## config.mk

```make
export PLATFORM = sky130hd
export DESIGN_NAME = ccr_config_regs
export DESIGN_NICKNAME = d
export VERILOG_FILES = /design/src/ccr_pkg.sv /design/src/ccr_config_regs.sv
export VERILOG_INCLUDE_DIRS = /design/src
export SDC_FILE = /design/constraint.sdc
export NUM_CORES = 1
export LEC_CHECK = 0
export ABC_AREA = 1
export BUFFER_PORTS_ARGS = -buffer_cell sky130_fd_sc_hd__buf_2
export CORE_UTILIZATION = 62
export DETAILED_ROUTE_END_ITERATION = 6
export PLACE_DENSITY = 0.84
export SETUP_SLACK_MARGIN = 0.2
export SYNTH_ARGS = -nofsm -noshare
export SYNTH_HDL_FRONTEND = slang
export SYNTH_SLANG_ARGS = --single-unit
```

## constraint.sdc

```tcl
create_clock -name sys_clk -period 3.42 [get_ports sys_clk]
set_input_delay 0.684 -clock sys_clk [delete_from_list [all_inputs] [get_ports sys_clk]]
set_output_delay 0.684 -clock sys_clk [all_outputs]
set_load 0.02 [all_outputs]
```

## src/ccr_map.svh

```systemverilog
`ifndef CCR_MAP_SVH
`define CCR_MAP_SVH

// ============================================================
// Command codes and byte indices
`define CCR_CMD_BASE 8'h80
`define CCR_IDX_STATUS 3'h0
`define CCR_IDX_FIRST_RW 3'h3
`define CCR_IDX_B3 3'h3
`define CCR_IDX_B4 3'h4
`define CCR_IDX_B5 3'h5
`define CCR_IDX_B6 3'h6
`define CCR_IDX_B7 3'h7

// ============================================================
// Power-up values
`define CCR_B3_RST 8'h00
`define CCR_B4_RST 8'h27
`define CCR_B5_RST 8'hff
`define CCR_B6_RST 8'hf0
`define CCR_B7_RST 8'h89

// ============================================================
// Field positions
`define CCR_OVR_BIT 5
`define CCR_PH_MSB 4
`define CCR_DIVEN_BIT 5
`define CCR_BYP_BIT 4
`define CCR_SEL_MSB 3
`define CCR_CHIP_EN_BIT 7
`define CCR_EN_HI_MSB 6
`define CCR_EN_LO_MSB 7
`define CCR_EN_LO_LSB 4
`define CCR_BW_MSB 3
`define CCR_PLL_EN_BIT 7
`define CCR_M_MSB 5
`define CCR_M_LSB 4
`define CCR_N_MSB 3
`define CCR_GROUP0_LAST 4
`define CCR_BW_EXTERNAL 4'h1

// ============================================================
// Bus framing
`define CCR_BITS_PER_BYTE 4'h8

`endif

```

## src/ccr_pkg.sv

```systemverilog
`default_nettype none

package ccr_pkg;

  typedef logic [7:0] ccr_byte_t;

  typedef enum logic [3:0] {
    ST_IDLE,
    ST_ADDR,
    ST_AACK,
    ST_CMD,
    ST_CACK,
    ST_WDATA,
    ST_WACK,
    ST_RDATA,
    ST_RACK
  } ccr_state_e;

  typedef struct packed {
    logic lock_status;
    logic lock_gate_override;
    logic [4:0] group0_phase_select;
    logic group0_divider_enable;
    logic group0_bypass;
    logic [3:0] group0_ratio_select;
    logic [6:0] group0_ratio;
    logic chip_enable;
    logic quiescent_powerdown;
    logic [10:0] output_enable;
    logic [10:0] output_active;
    logic [3:0] loop_bandwidth_select;
    logic external_loop_filter;
    logic synth_loop_enable;
    logic [1:0] input_divider_select;
    logic [3:0] input_ratio;
    logic [3:0] feedback_divider_select;
    logic [5:0] feedback_ratio;
  } ccr_cfg_s;

endpackage

`default_nettype wire

```

## src/ccr_config_regs.sv

```systemverilog
// Functional notes
// - Override bit 5 of byte 3 stops lock gating of outputs; resets 0.
// - Byte 3 bits 4..0 set first-group phase; reset zero.
// - Byte 4 bit 5 zero disables outputs 0..4; resets 1.
// - Byte 4 bit 4 picks input clock (1) or loop clock (0); resets 0.
// - Byte 4 bits 3..0 pick first-group ratio; reset 0111.
// - Byte 5 bit 7 zero puts chip in quiescent power-down; resets 1.
// - Per-output enables in byte 5 bits 6..0 and byte 6 bits 7..4, reset 1.
// - Byte 6 bits 3..0 set loop bandwidth; value 1 means external filter.
// - Byte 7 bit 7 zero switches loop off; resets 1.
// - Byte 7 bits 5..4 select input divider; reset 00.
// - Byte 7 bits 3..0 select feedback divider; reset 1001.
// - Post-divider codes 0..10 map to 1,2,4,5,8,10,16,20,32,40,80.
// - Byte k is addressed by command code 80h plus k.
// - Read-only lock status reported and used for output gating.
// - Feedback pattern 1000 gives 32, 1001 gives 40.
// - Input divider 00,01,10,11 gives 1,2,4,8.
`include "ccr_map.svh"
`default_nettype none

module ccr_config_regs
  import ccr_pkg::*;
#(
  parameter logic [6:0] SLAVE_ADDR = 7'h2a
) (
  input wire logic sys_clk,
  input wire logic sys_rst,
  input wire logic scl_in,
  input wire logic sda_in,
  output logic sda_out,
  output logic sda_oe,
  input wire logic pll_lock_in,
  output ccr_cfg_s cfg_out
);

  // ============================================================
  // Pin synchronisers
  // Pins are {lock, sda, scl}; a level counts once stages two and three agree.
  logic [2:0] pin_s1_reg, pin_s1_next;
  logic [2:0] pin_s2_reg, pin_s2_next;
  logic [2:0] pin_s3_reg, pin_s3_next;
  logic [2:0] filt_reg, filt_next;
  logic [2:0] prev_reg, prev_next;

  always_comb begin
    pin_s1_next = {pll_lock_in, sda_in, scl_in};
    pin_s2_next = pin_s1_reg;
    pin_s3_next = pin_s2_reg;
    prev_next = filt_reg;
    for (int i = 0; i < 3; i++) begin
      filt_next[i] = (pin_s2_reg[i] == pin_s3_reg[i]) ? pin_s3_reg[i] : filt_reg[i];
    end
  end

  always_ff @(posedge sys_clk) begin
    if (sys_rst) begin
      pin_s1_reg <= 3'h3;
      pin_s2_reg <= 3'h3;
      pin_s3_reg <= 3'h3;
      filt_reg <= 3'h3;
      prev_reg <= 3'h3;
    end else begin
      pin_s1_reg <= pin_s1_next;
      pin_s2_reg <= pin_s2_next;
      pin_s3_reg <= pin_s3_next;
      filt_reg <= filt_next;
      prev_reg <= prev_next;
    end
  end

  logic scl_rise;
  logic scl_fall;
  logic bus_start;
  logic bus_stop;
  logic sda_f;

  assign sda_f = filt_reg[1];
  assign scl_rise = filt_reg[0] & ~prev_reg[0];
  assign scl_fall = ~filt_reg[0] & prev_reg[0];
  assign bus_start = filt_reg[0] & prev_reg[0] & prev_reg[1] & ~filt_reg[1];
  assign bus_stop = filt_reg[0] & prev_reg[0] & ~prev_reg[1] & filt_reg[1];

  // ============================================================
  // Configuration storage and decode helpers
  ccr_byte_t cfg_reg [`CCR_IDX_B7:`CCR_IDX_B3];
  ccr_byte_t cfg_next [`CCR_IDX_B7:`CCR_IDX_B3];

  // Bytes 1 and 2 are not held here and read as zero
  function automatic ccr_byte_t rd_byte(input logic [2:0] idx);
    ccr_byte_t val;
    val = 8'h00;
    if (idx >= `CCR_IDX_FIRST_RW) begin
      val = cfg_reg[idx];
    end else if (idx == `CCR_IDX_STATUS) begin
      val = {filt_reg[2], 7'h00};
    end
    return val;
  endfunction

  // Codes 11..15 give ratio 0 so nothing downstream sees a bogus value
  function automatic logic [6:0] post_ratio(input logic [3:0] sel);
    logic [6:0] r;
    r = 7'h00;
    unique case (sel)
      4'h0: r = 7'h01;
      4'h1: r = 7'h02;
      4'h2: r = 7'h04;
      4'h3: r = 7'h05;
      4'h4: r = 7'h08;
      4'h5: r = 7'h0a;
      4'h6: r = 7'h10;
      4'h7: r = 7'h14;
      4'h8: r = 7'h20;
      4'h9: r = 7'h28;
      4'ha: r = 7'h50;
      default: r = 7'h00;
    endcase
    return r;
  endfunction

  // ============================================================
  // Management bus slave
  ccr_state_e state_reg, state_next;
  logic [3:0] cnt_reg, cnt_next;
  ccr_byte_t shift_reg, shift_next;
  logic [2:0] idx_reg, idx_next;
  logic oe_reg, oe_next;
  logic rw_reg, rw_next;
  logic acked_reg, acked_next;

  always_comb begin
    ccr_byte_t rd_cur;
    ccr_byte_t rd_inc;
    rd_cur = rd_byte(idx_reg);
    rd_inc = rd_byte(3'(idx_reg + 3'h1));
    state_next = state_reg;
    cnt_next = cnt_reg;
    shift_next = shift_reg;
    idx_next = idx_reg;
    oe_next = oe_reg;
    rw_next = rw_reg;
    acked_next = acked_reg;
    cfg_next = cfg_reg;
    if (bus_stop) begin
      state_next = ST_IDLE;
      oe_next = 1'b0;
    end else if (bus_start) begin
      state_next = ST_ADDR;
      cnt_next = 4'h0;
      oe_next = 1'b0;
    end else begin
      unique case (state_reg)
        ST_IDLE: begin
          oe_next = 1'b0;
        end
        ST_ADDR: begin
          if (scl_rise) begin
            shift_next = {shift_reg[6:0], sda_f};
            cnt_next = 4'(cnt_reg + 4'h1);
          end else if (scl_fall && cnt_reg == `CCR_BITS_PER_BYTE) begin
            if (shift_reg[7:1] == SLAVE_ADDR) begin
              rw_next = shift_reg[0];
              oe_next = 1'b1;
              state_next = ST_AACK;
            end else begin
              state_next = ST_IDLE;
            end
          end
        end
        ST_AACK: begin
          if (scl_fall) begin
            if (rw_reg) begin
              shift_next = rd_cur;
              oe_next = ~rd_cur[7];
              cnt_next = 4'h1;
              state_next = ST_RDATA;
            end else begin
              oe_next = 1'b0;
              cnt_next = 4'h0;
              state_next = ST_CMD;
            end
          end
        end
        ST_CMD: begin
          if (scl_rise) begin
            shift_next = {shift_reg[6:0], sda_f};
            cnt_next = 4'(cnt_reg + 4'h1);
          end else if (scl_fall && cnt_reg == `CCR_BITS_PER_BYTE) begin
            // Codes outside 80h..87h are not acknowledged
            if (shift_reg[7:3] == 5'(`CCR_CMD_BASE >> 3)) begin
              idx_next = shift_reg[2:0];
              oe_next = 1'b1;
              state_next = ST_CACK;
            end else begin
              state_next = ST_IDLE;
            end
          end
        end
        ST_CACK, ST_WACK: begin
          if (scl_fall) begin
            oe_next = 1'b0;
            cnt_next = 4'h0;
            state_next = ST_WDATA;
          end
        end
        ST_WDATA: begin
          if (scl_rise) begin
            shift_next = {shift_reg[6:0], sda_f};
            cnt_next = 4'(cnt_reg + 4'h1);
          end else if (scl_fall && cnt_reg == `CCR_BITS_PER_BYTE) begin
            if (idx_reg >= `CCR_IDX_FIRST_RW) begin
              cfg_next[idx_reg] = shift_reg;
            end
            // Word writes land in byte k then k+1
            idx_next = 3'(idx_reg + 3'h1);
            oe_next = 1'b1;
            state_next = ST_WACK;
          end
        end
        ST_RDATA: begin
          if (scl_fall) begin
            if (cnt_reg == `CCR_BITS_PER_BYTE) begin
              oe_next = 1'b0;
              state_next = ST_RACK;
            end else begin
              oe_next = ~shift_reg[6];
              shift_next = {shift_reg[6:0], 1'b0};
              cnt_next = 4'(cnt_reg + 4'h1);
            end
          end
        end
        ST_RACK: begin
          if (scl_rise) begin
            acked_next = ~sda_f;
          end else if (scl_fall) begin
            if (acked_reg) begin
              idx_next = 3'(idx_reg + 3'h1);
              shift_next = rd_inc;
              oe_next = ~rd_inc[7];
              cnt_next = 4'h1;
              state_next = ST_RDATA;
            end else begin
              state_next = ST_IDLE;
            end
          end
        end
      endcase
    end
  end

  always_ff @(posedge sys_clk) begin
    if (sys_rst) begin
      state_reg <= ST_IDLE;
      cnt_reg <= 4'h0;
      shift_reg <= 8'h00;
      idx_reg <= 3'h0;
      oe_reg <= 1'b0;
      rw_reg <= 1'b0;
      acked_reg <= 1'b0;
      cfg_reg[`CCR_IDX_B3] <= `CCR_B3_RST;
      cfg_reg[`CCR_IDX_B4] <= `CCR_B4_RST;
      cfg_reg[`CCR_IDX_B5] <= `CCR_B5_RST;
      cfg_reg[`CCR_IDX_B6] <= `CCR_B6_RST;
      cfg_reg[`CCR_IDX_B7] <= `CCR_B7_RST;
    end else begin
      state_reg <= state_next;
      cnt_reg <= cnt_next;
      shift_reg <= shift_next;
      idx_reg <= idx_next;
      oe_reg <= oe_next;
      rw_reg <= rw_next;
      acked_reg <= acked_next;
      cfg_reg <= cfg_next;
    end
  end

  // ============================================================
  // Decoded configuration outputs
  ccr_cfg_s cfg_out_reg, cfg_out_next;
  logic sda_out_reg;

  always_comb begin
    ccr_cfg_s c;
    logic lock_ok;
    c = '0;
    lock_ok = 1'b0;
    c.lock_status = filt_reg[2];
    c.lock_gate_override = cfg_reg[`CCR_IDX_B3][`CCR_OVR_BIT];
    c.group0_phase_select = cfg_reg[`CCR_IDX_B3][`CCR_PH_MSB:0];
    c.group0_divider_enable = cfg_reg[`CCR_IDX_B4][`CCR_DIVEN_BIT];
    c.group0_bypass = cfg_reg[`CCR_IDX_B4][`CCR_BYP_BIT];
    c.group0_ratio_select = cfg_reg[`CCR_IDX_B4][`CCR_SEL_MSB:0];
    c.group0_ratio = post_ratio(c.group0_ratio_select);
    c.chip_enable = cfg_reg[`CCR_IDX_B5][`CCR_CHIP_EN_BIT];
    c.quiescent_powerdown = ~c.chip_enable;
    c.output_enable = {cfg_reg[`CCR_IDX_B5][`CCR_EN_HI_MSB:0],
                       cfg_reg[`CCR_IDX_B6][`CCR_EN_LO_MSB:`CCR_EN_LO_LSB]};
    c.loop_bandwidth_select = cfg_reg[`CCR_IDX_B6][`CCR_BW_MSB:0];
    c.external_loop_filter = (c.loop_bandwidth_select == `CCR_BW_EXTERNAL);
    c.synth_loop_enable = cfg_reg[`CCR_IDX_B7][`CCR_PLL_EN_BIT];
    c.input_divider_select = cfg_reg[`CCR_IDX_B7][`CCR_M_MSB:`CCR_M_LSB];
    c.input_ratio = 4'(4'h1 << c.input_divider_select);
    c.feedback_divider_select = cfg_reg[`CCR_IDX_B7][`CCR_N_MSB:0];
    unique case (c.feedback_divider_select)
      4'h8: c.feedback_ratio = 6'h20;
      4'h9: c.feedback_ratio = 6'h28;
      default: c.feedback_ratio = 6'h00;
    endcase
    // Gating uses the filtered lock so a one-cycle lock glitch cannot chop outputs
    lock_ok = c.lock_status | c.lock_gate_override;
    for (int i = 0; i < 11; i++) begin
      c.output_active[i] = c.output_enable[i] & c.chip_enable & lock_ok;
      if (i <= `CCR_GROUP0_LAST) begin
        c.output_active[i] = c.output_active[i] & c.group0_divider_enable;
      end
    end
    cfg_out_next = c;
  end

  always_ff @(posedge sys_clk) begin
    if (sys_rst) begin
      cfg_out_reg <= '0;
      sda_out_reg <= 1'b0;
    end else begin
      cfg_out_reg <= cfg_out_next;
      sda_out_reg <= 1'b0;
    end
  end

  // Open-drain: the pad only ever pulls low
  assign sda_out = sda_out_reg;
  assign sda_oe = oe_reg;
  assign cfg_out = cfg_out_reg;

endmodule

`default_nettype wire

```

### After elaboration in Yosys (flattened, before gate mapping)

Memory sizes are Yosys's and may differ from the RTL's. A register that Yosys moved wholly into a read port is not among the register bits.
Index checks and enable logic that the tools add are counted.

| word-level totals | value |
|---|---|
| register bits after elaboration | 135 |
| bits in latches | 0 |
| bits in writable memories | 0 |
| memory bits (read-only) | 112 |
| bits of input ports | 5 |
| output and inout port bits | 68 |
| memories | 1 |

Memory list:

| name | words | width | read ports | clocked after Yosys merged registers in | write ports | RTL line | text |
|---|---|---|---|---|---|---|---|
| (name not given) | 16 | 7 | 1 | 1 | 0 | ccr_config_regs.sv:104 | `unique case (sel)` |

| operators by class | value |
|---|---|
| add/subtract/negate cells | 2 |
| multipliers | 0 |
| div/mod/pow operators | 0 |
| magnitude comparators | 5 |
| eq/ne operators | 50 |
| shift operators | 1 |
| multiplexer cells | 76 |
| bitwise gates (word level) | 46 |
| reductions and logical operators | 23 |

Operator list:

| cell | number |
|---|---|
| $mux W8 | 15 |
| $mux W4 | 21 |
| $bmux W8 S3 | 2 |
| $ne A3 B3 Y1 const B | 14 |
| $bwmux W40 | 1 |
| $and A1 B1 Y1 | 34 |
| $ne A2 B2 Y1 const B | 17 |
| $mux W3 | 11 |
| $pmux W8 S4 | 1 |
| $pmux W4 S7 | 1 |
| $reduce_and A13 Y1 | 2 |
| $demux W8 S3 | 1 |
| $reduce_and A11 Y1 | 2 |
| $pmux W4 S5 | 1 |
| $mux W1 | 18 |
| $eq A4 B3 Y1 const B | 4 |
| $eq A4 B4 Y1 const B | 4 |
| $reduce_and A14 Y1 | 1 |
| $pmux W6 S2 | 1 |
| $reduce_and A6 Y1 | 2 |
| $not A1 Y1 | 11 |
| $reduce_and A10 Y1 | 1 |
| $pmux W3 S3 | 1 |
| $eq A4 B1 Y1 const B | 2 |
| 26 further kinds | 35 |

### Depth between registers and ports, before layout

| depth | value |
|---|---|
| depth after elaboration | 9 |
| gate-level depth with buffers | 13 |
| mapped depth without buffers | 13 |

### Worst setup path before layout

Ideal clock, no wire load.

| path | value |
|---|---|
| kind | flip-flop to flip-flop |
| start | register idx_reg[0] |
| end | register shift_reg[7] |
| arrival | 1856 ps |
| required time | 3309 ps |
| slack | 1453 ps |
| cell stages (with the launch flop) | 13 |
| path through | dfxtp_1 buf_4 inv_1 clkbuf_1 ha_1 buf_1 nand3_1 nand3_1 nand3_1 nand2_1 nand3_1 nor2_1 nor2_1 |

| between the ends | value |
|---|---|
| cells in the longest elaborated chain, start to end | 8 |
| elaborated cells between the ends (all ways) | 19 |

Ends and longest elaborated chain:

| what | RTL line | text |
|---|---|---|
| from (decl) | ccr_config_regs.sv:126 | `logic [2:0] idx_reg, idx_next;` |
| from (signal assigned) | ccr_config_regs.sv:269 | `idx_reg <= idx_next;` |
| $add A3 B1 Y3 | ccr_config_regs.sv:135 | `rd_inc = rd_byte(3'(idx_reg + 3'h1));` |
| $bmux W8 S3 / $logic_not A3 Y1 (equally long branches) | -- |  |
| $mux W8 (on tied branches) | ccr_config_regs.sv:93, ccr_config_regs.sv:94 |  |
| $mux W8 | ccr_config_regs.sv:92 | `` if (idx >= `CCR_IDX_FIRST_RW) begin `` |
| $mux W8 | ccr_config_regs.sv:236 | `if (acked_reg) begin` |
| $mux W8 | ccr_config_regs.sv:235 | `end else if (scl_fall) begin` |
| $mux W8 | ccr_config_regs.sv:233 | `if (scl_rise) begin` |
| $pmux W8 S4 (*) | ccr_config_regs.sv:152 | `unique case (state_reg)` |
| to (signal assigned) | ccr_config_regs.sv:268 | `shift_reg <= shift_next;` |
| to (decl) | ccr_config_regs.sv:125 | `ccr_byte_t shift_reg, shift_next;` |

Every way passes the cells marked *; elsewhere a longest branch is shown, timed or not. The select of a mux whose other input is x is not followed.
A chain may end at the register's enable or synchronous reset.

### Worst setup path in the final report

| path | value |
|---|---|
| start | register idx_reg[0] |
| end | register cfg_reg, in the netlist cfg_out_next[20] |

| between the ends | value |
|---|---|
| cells in the longest elaborated chain, start to end | 5 |
| elaborated cells between the ends (all ways) | 8 |

Ends and longest elaborated chain:

| what | RTL line | text |
|---|---|---|
| $lt A3 B4 Y1 (not written as such) / $ge A3 B1 Y1 (equally long branches) | ccr_config_regs.sv:212 | `cfg_next[idx_reg] = shift_reg;` |
| $logic_and A1 B1 Y1 (not written as such) | ccr_config_regs.sv:212 |  |
| $mux W8 (not written as such) | ccr_config_regs.sv:212 |  |
| $demux W8 S3 | ccr_config_regs.sv:212 |  |
| $bwmux W40 | ccr_config_regs.sv:212 |  |
| to (signal, indexed assignment) | ccr_config_regs.sv:260 | `` cfg_reg[`CCR_IDX_B3] <= `CCR_B3_RST; `` |
| to (signal, indexed assignment) | ccr_config_regs.sv:261 | `` cfg_reg[`CCR_IDX_B4] <= `CCR_B4_RST; `` |
| to (signal, indexed assignment) | ccr_config_regs.sv:262 | `` cfg_reg[`CCR_IDX_B5] <= `CCR_B5_RST; `` |
| to (decl) | ccr_config_regs.sv:85 | `` ccr_byte_t cfg_reg [`CCR_IDX_B7:`CCR_IDX_B3]; `` |

Several ways; a longest one is shown, not always the timed one.

==> summary.md <==
| Metric | Value |
|---|---|
| Run status | finished, final reports clean |
| Fillers | 706 |
| Static leakage | 3.51 nW |
| Synth Warn # | 0 |
| Critical path, cell by cell | buf_4, nand2_2, nand2_1, nand2_2, nor2_1, nand4_1, inv_1, nand2_1, a21oi_1 |
| Crit Path Max Fanout | 31 |
| # H-tree levels | 4 |
| Final period util | slightly below 80% |
| CP Class | reg -> reg |
| Max Buffers Root-to-Sink | 2 |
| # rows | 35 |
| Routability cong. | 1.03 |
| Worst Max-Slew Pin Slew | 0.723 ns |
| # IOs | 73 |
| Synthesis-to-layout area growth | 16.0% |
| Antenna violations before repair | 0 |
| RR Startpoint | idx_reg[0]$_SDFFE_PP0P_ |
| Clk_skew | between 0.007 and 0.008 ns |
| GRT Util Overall | 37.6% |
| Pwr/cell area | between 700 and 800 nW/um^2 |
| Yosys reg bits | about 140 |
| Max-capacitance violation count | 0 |
| Main flop type after synthesis | dfxtp_1 |
| Vias | about 6000 |
| Nature of the critical path endpoint | flop |
| Post-CTS Resized | 0 |
| Final ANT Viol Nets | 0 |
| Worst Setup SP | idx_reg[0]$_SDFFE_PP0P_ |
| Number of flops mapped to enable cells by yosys | 0 |
| Diode count | 0 |
| Port bufs | 67 |
| WP data required | 3.86 ns |
| Hold Path Origin | sda_in |
| Critical Path Max Stage Delay | about 0.55 ns |
| CTS root buffer | clkbuf_8 |
| Hold_buf cts | 0 |
| Core ar. | 9330 sq um |
| Final setup viols | 0 |
| Remaining DRCs | 0 |
| Worst Hold Class | in -> reg |
| CTS tree | done |
| Postcts setup bufs | 0 |
| Max FFs per register | 62 |
| Total Wirelength | 18600 um |
| Final core occ | between 70% and 80% |
| CP Launch Type | flop |
| Synthesized instance count | 839 |
| WL per Instance | 17.8 um |
| Clock Latency Late Sink | 0.53 ns |
| Yosys top cell area share | 45.8% |
| Setup Total Neg Slack | 0 ns |
| Hold Vio Cnt, Final | 0 |
| Synth unique cells | 36 |
| Share of layout cells above drive strength 1 | around 15% |
| Initial Utilization | approximately 65% |
| F_max | approximately 370 MHz |
| Relative slew slack | 51.8% |
| Die Ht | 101 um |
| First-pass GRT wire length | 28900 um |
| RSZ-0062 raised after global routing | no |
| Top post-synthesis cells by area | dfxtp_1 46%, nand2_1 11%, nor2_1 8.0%, inv_1 5.5%, a21oi_1 4.9% |
| Dominant cell type by area after synthesis | dfxtp_1 |
| Total iterations of the first detailed-routing run | 5 |
| Vias per cell | 5.73 |
| DIE WIDTH | a little over 100 um |
| VDD IR max | 0.460 mV |
| CTS clk-pin slew, worst paths | 0.07 ns |
| Fin nets | 916 |
| Worst path top cell family by delay | simple AND/OR/NAND/NOR gates |
| Pins over their slew limit | 0 |
| Vias in the first global route | ~5500 |
| Time the worst path needs with I/O delays and setup | 2.70 ns |
| Clk sink count | around 140 |
| Async S/R FF share, synth | 0% |
| GRT overflow | 0 |
| Slowest CP cell | nand4_1 |
| Most frequent cells after synthesis | 184 x nand2_1, 138 x dfxtp_1, 128 x nor2_1 |
| Share of the yosys chip area belonging to registers | a little under half |
| Mapped cell area | slightly above 6000 sq um |
| CTS Buf Count | 17 |
| Crit path buf inv count | 2 |
| Iteration-0 DRC Markers | 601 |
| Dpl hpwl | 12900 um |
| Worst EP arrival | 3.15 ns |
| Largest net degree at the start of global routing | 73 |
| Avg Cell Area, Syn | 7.19 sq um |
| Most common cell in the netlist | nand2_1 |
| Die Footprint | 10100 sq um |
-- layout by cell type, fill, tap and decap left out, drive strengths merged --
cell type  instances
a211oi             1
a21oi             59
a31o               1
a31oi              1
buf               73
bufinv             2
clkbuf            18
clkinv             3
clkinvlp           5
conb               5
dfxtp            138
ha                10
inv               96
nand2            191
nand3             49
nand3b             3
nand4             17
nor2             136
nor3              20
nor4               1
o211ai            28
o21ai             47
o22ai              2
o31ai              1
or2                6
xnor2              1
-- routing by layer --
layer,routed length [um],GRT usage [%],part of all wire (%),up-vias
li1,-,-,-,2833
met1,7320,46.9,39,2663
met2,8660,61.7,47,399
met3,1770,7.91,9.5,86
met4,811,19.0,4.4,0
met5,0,0,0,-
-- cell type report --
cell class,instances,area [sq um],area share (%)
Timing Repair Buffer,73,380,5.44
Sequential cell,138,2760,39.5
Inverter,92,345,4.94
Multi-Input combinational cell,579,2770,39.5
Clock inverter,14,161,2.31
Tap cell,129,161,2.31
Clock buffer,18,418,5.97
-- through the flow --
step           worst slack (ns)  cells  area, sq um  hold WS (ns)  power [mW]
2_1_floorplan              1.45    843         6050         0.388        3.27
3_3_place_gp              0.799   1011         6420         0.394        3.69
3_5_place_dp              0.890   1011         6420         0.395        3.71
4_1_cts                   0.828   1043         7000         0.342        5.51
5_1_grt                   0.526   1043         7000         0.346        5.86
6_report                  0.718   1043         7000         0.343        5.58
-- power breakdown --
part	total, mW	internal [mW]	switching (mW)
clock	1.83	1.06	0.773
combinational	1.87	0.552	1.32
sequential	1.88	1.72	0.159
total	5.58	3.33	2.25
-- cells by family after synthesis --
| group | count (synthesis) | share of synthesized area (%) |
|---|---|---|
| compound gates | 140 | 13.0 |
| xor+xnor | 1 | 0.145 |
| fa+ha+maj | 10 | 2.07 |
| buf+inv | 126 | 8.57 |
| flops | 138 | 45.8 |
| other cells | 1 | 0.0622 |
| simple gates | 423 | 30.4 |
-- path summary, 6_finish.rpt --
kind                                         to  slack [ns]  depth (start not counted)
hold reg to reg        pin_s2_reg[0]$_SDFF_PP1_        0.41                          1
setup / recovery  cfg_out_next[20]$_SDFFE_PP0P_        0.72                          9
setup reg to reg  cfg_out_next[20]$_SDFFE_PP0P_        0.72                          9
hold / removal         pin_s1_reg[1]$_SDFF_PP1_        0.34                          2
Note: power is estimated with default switching activity, not from simulation.
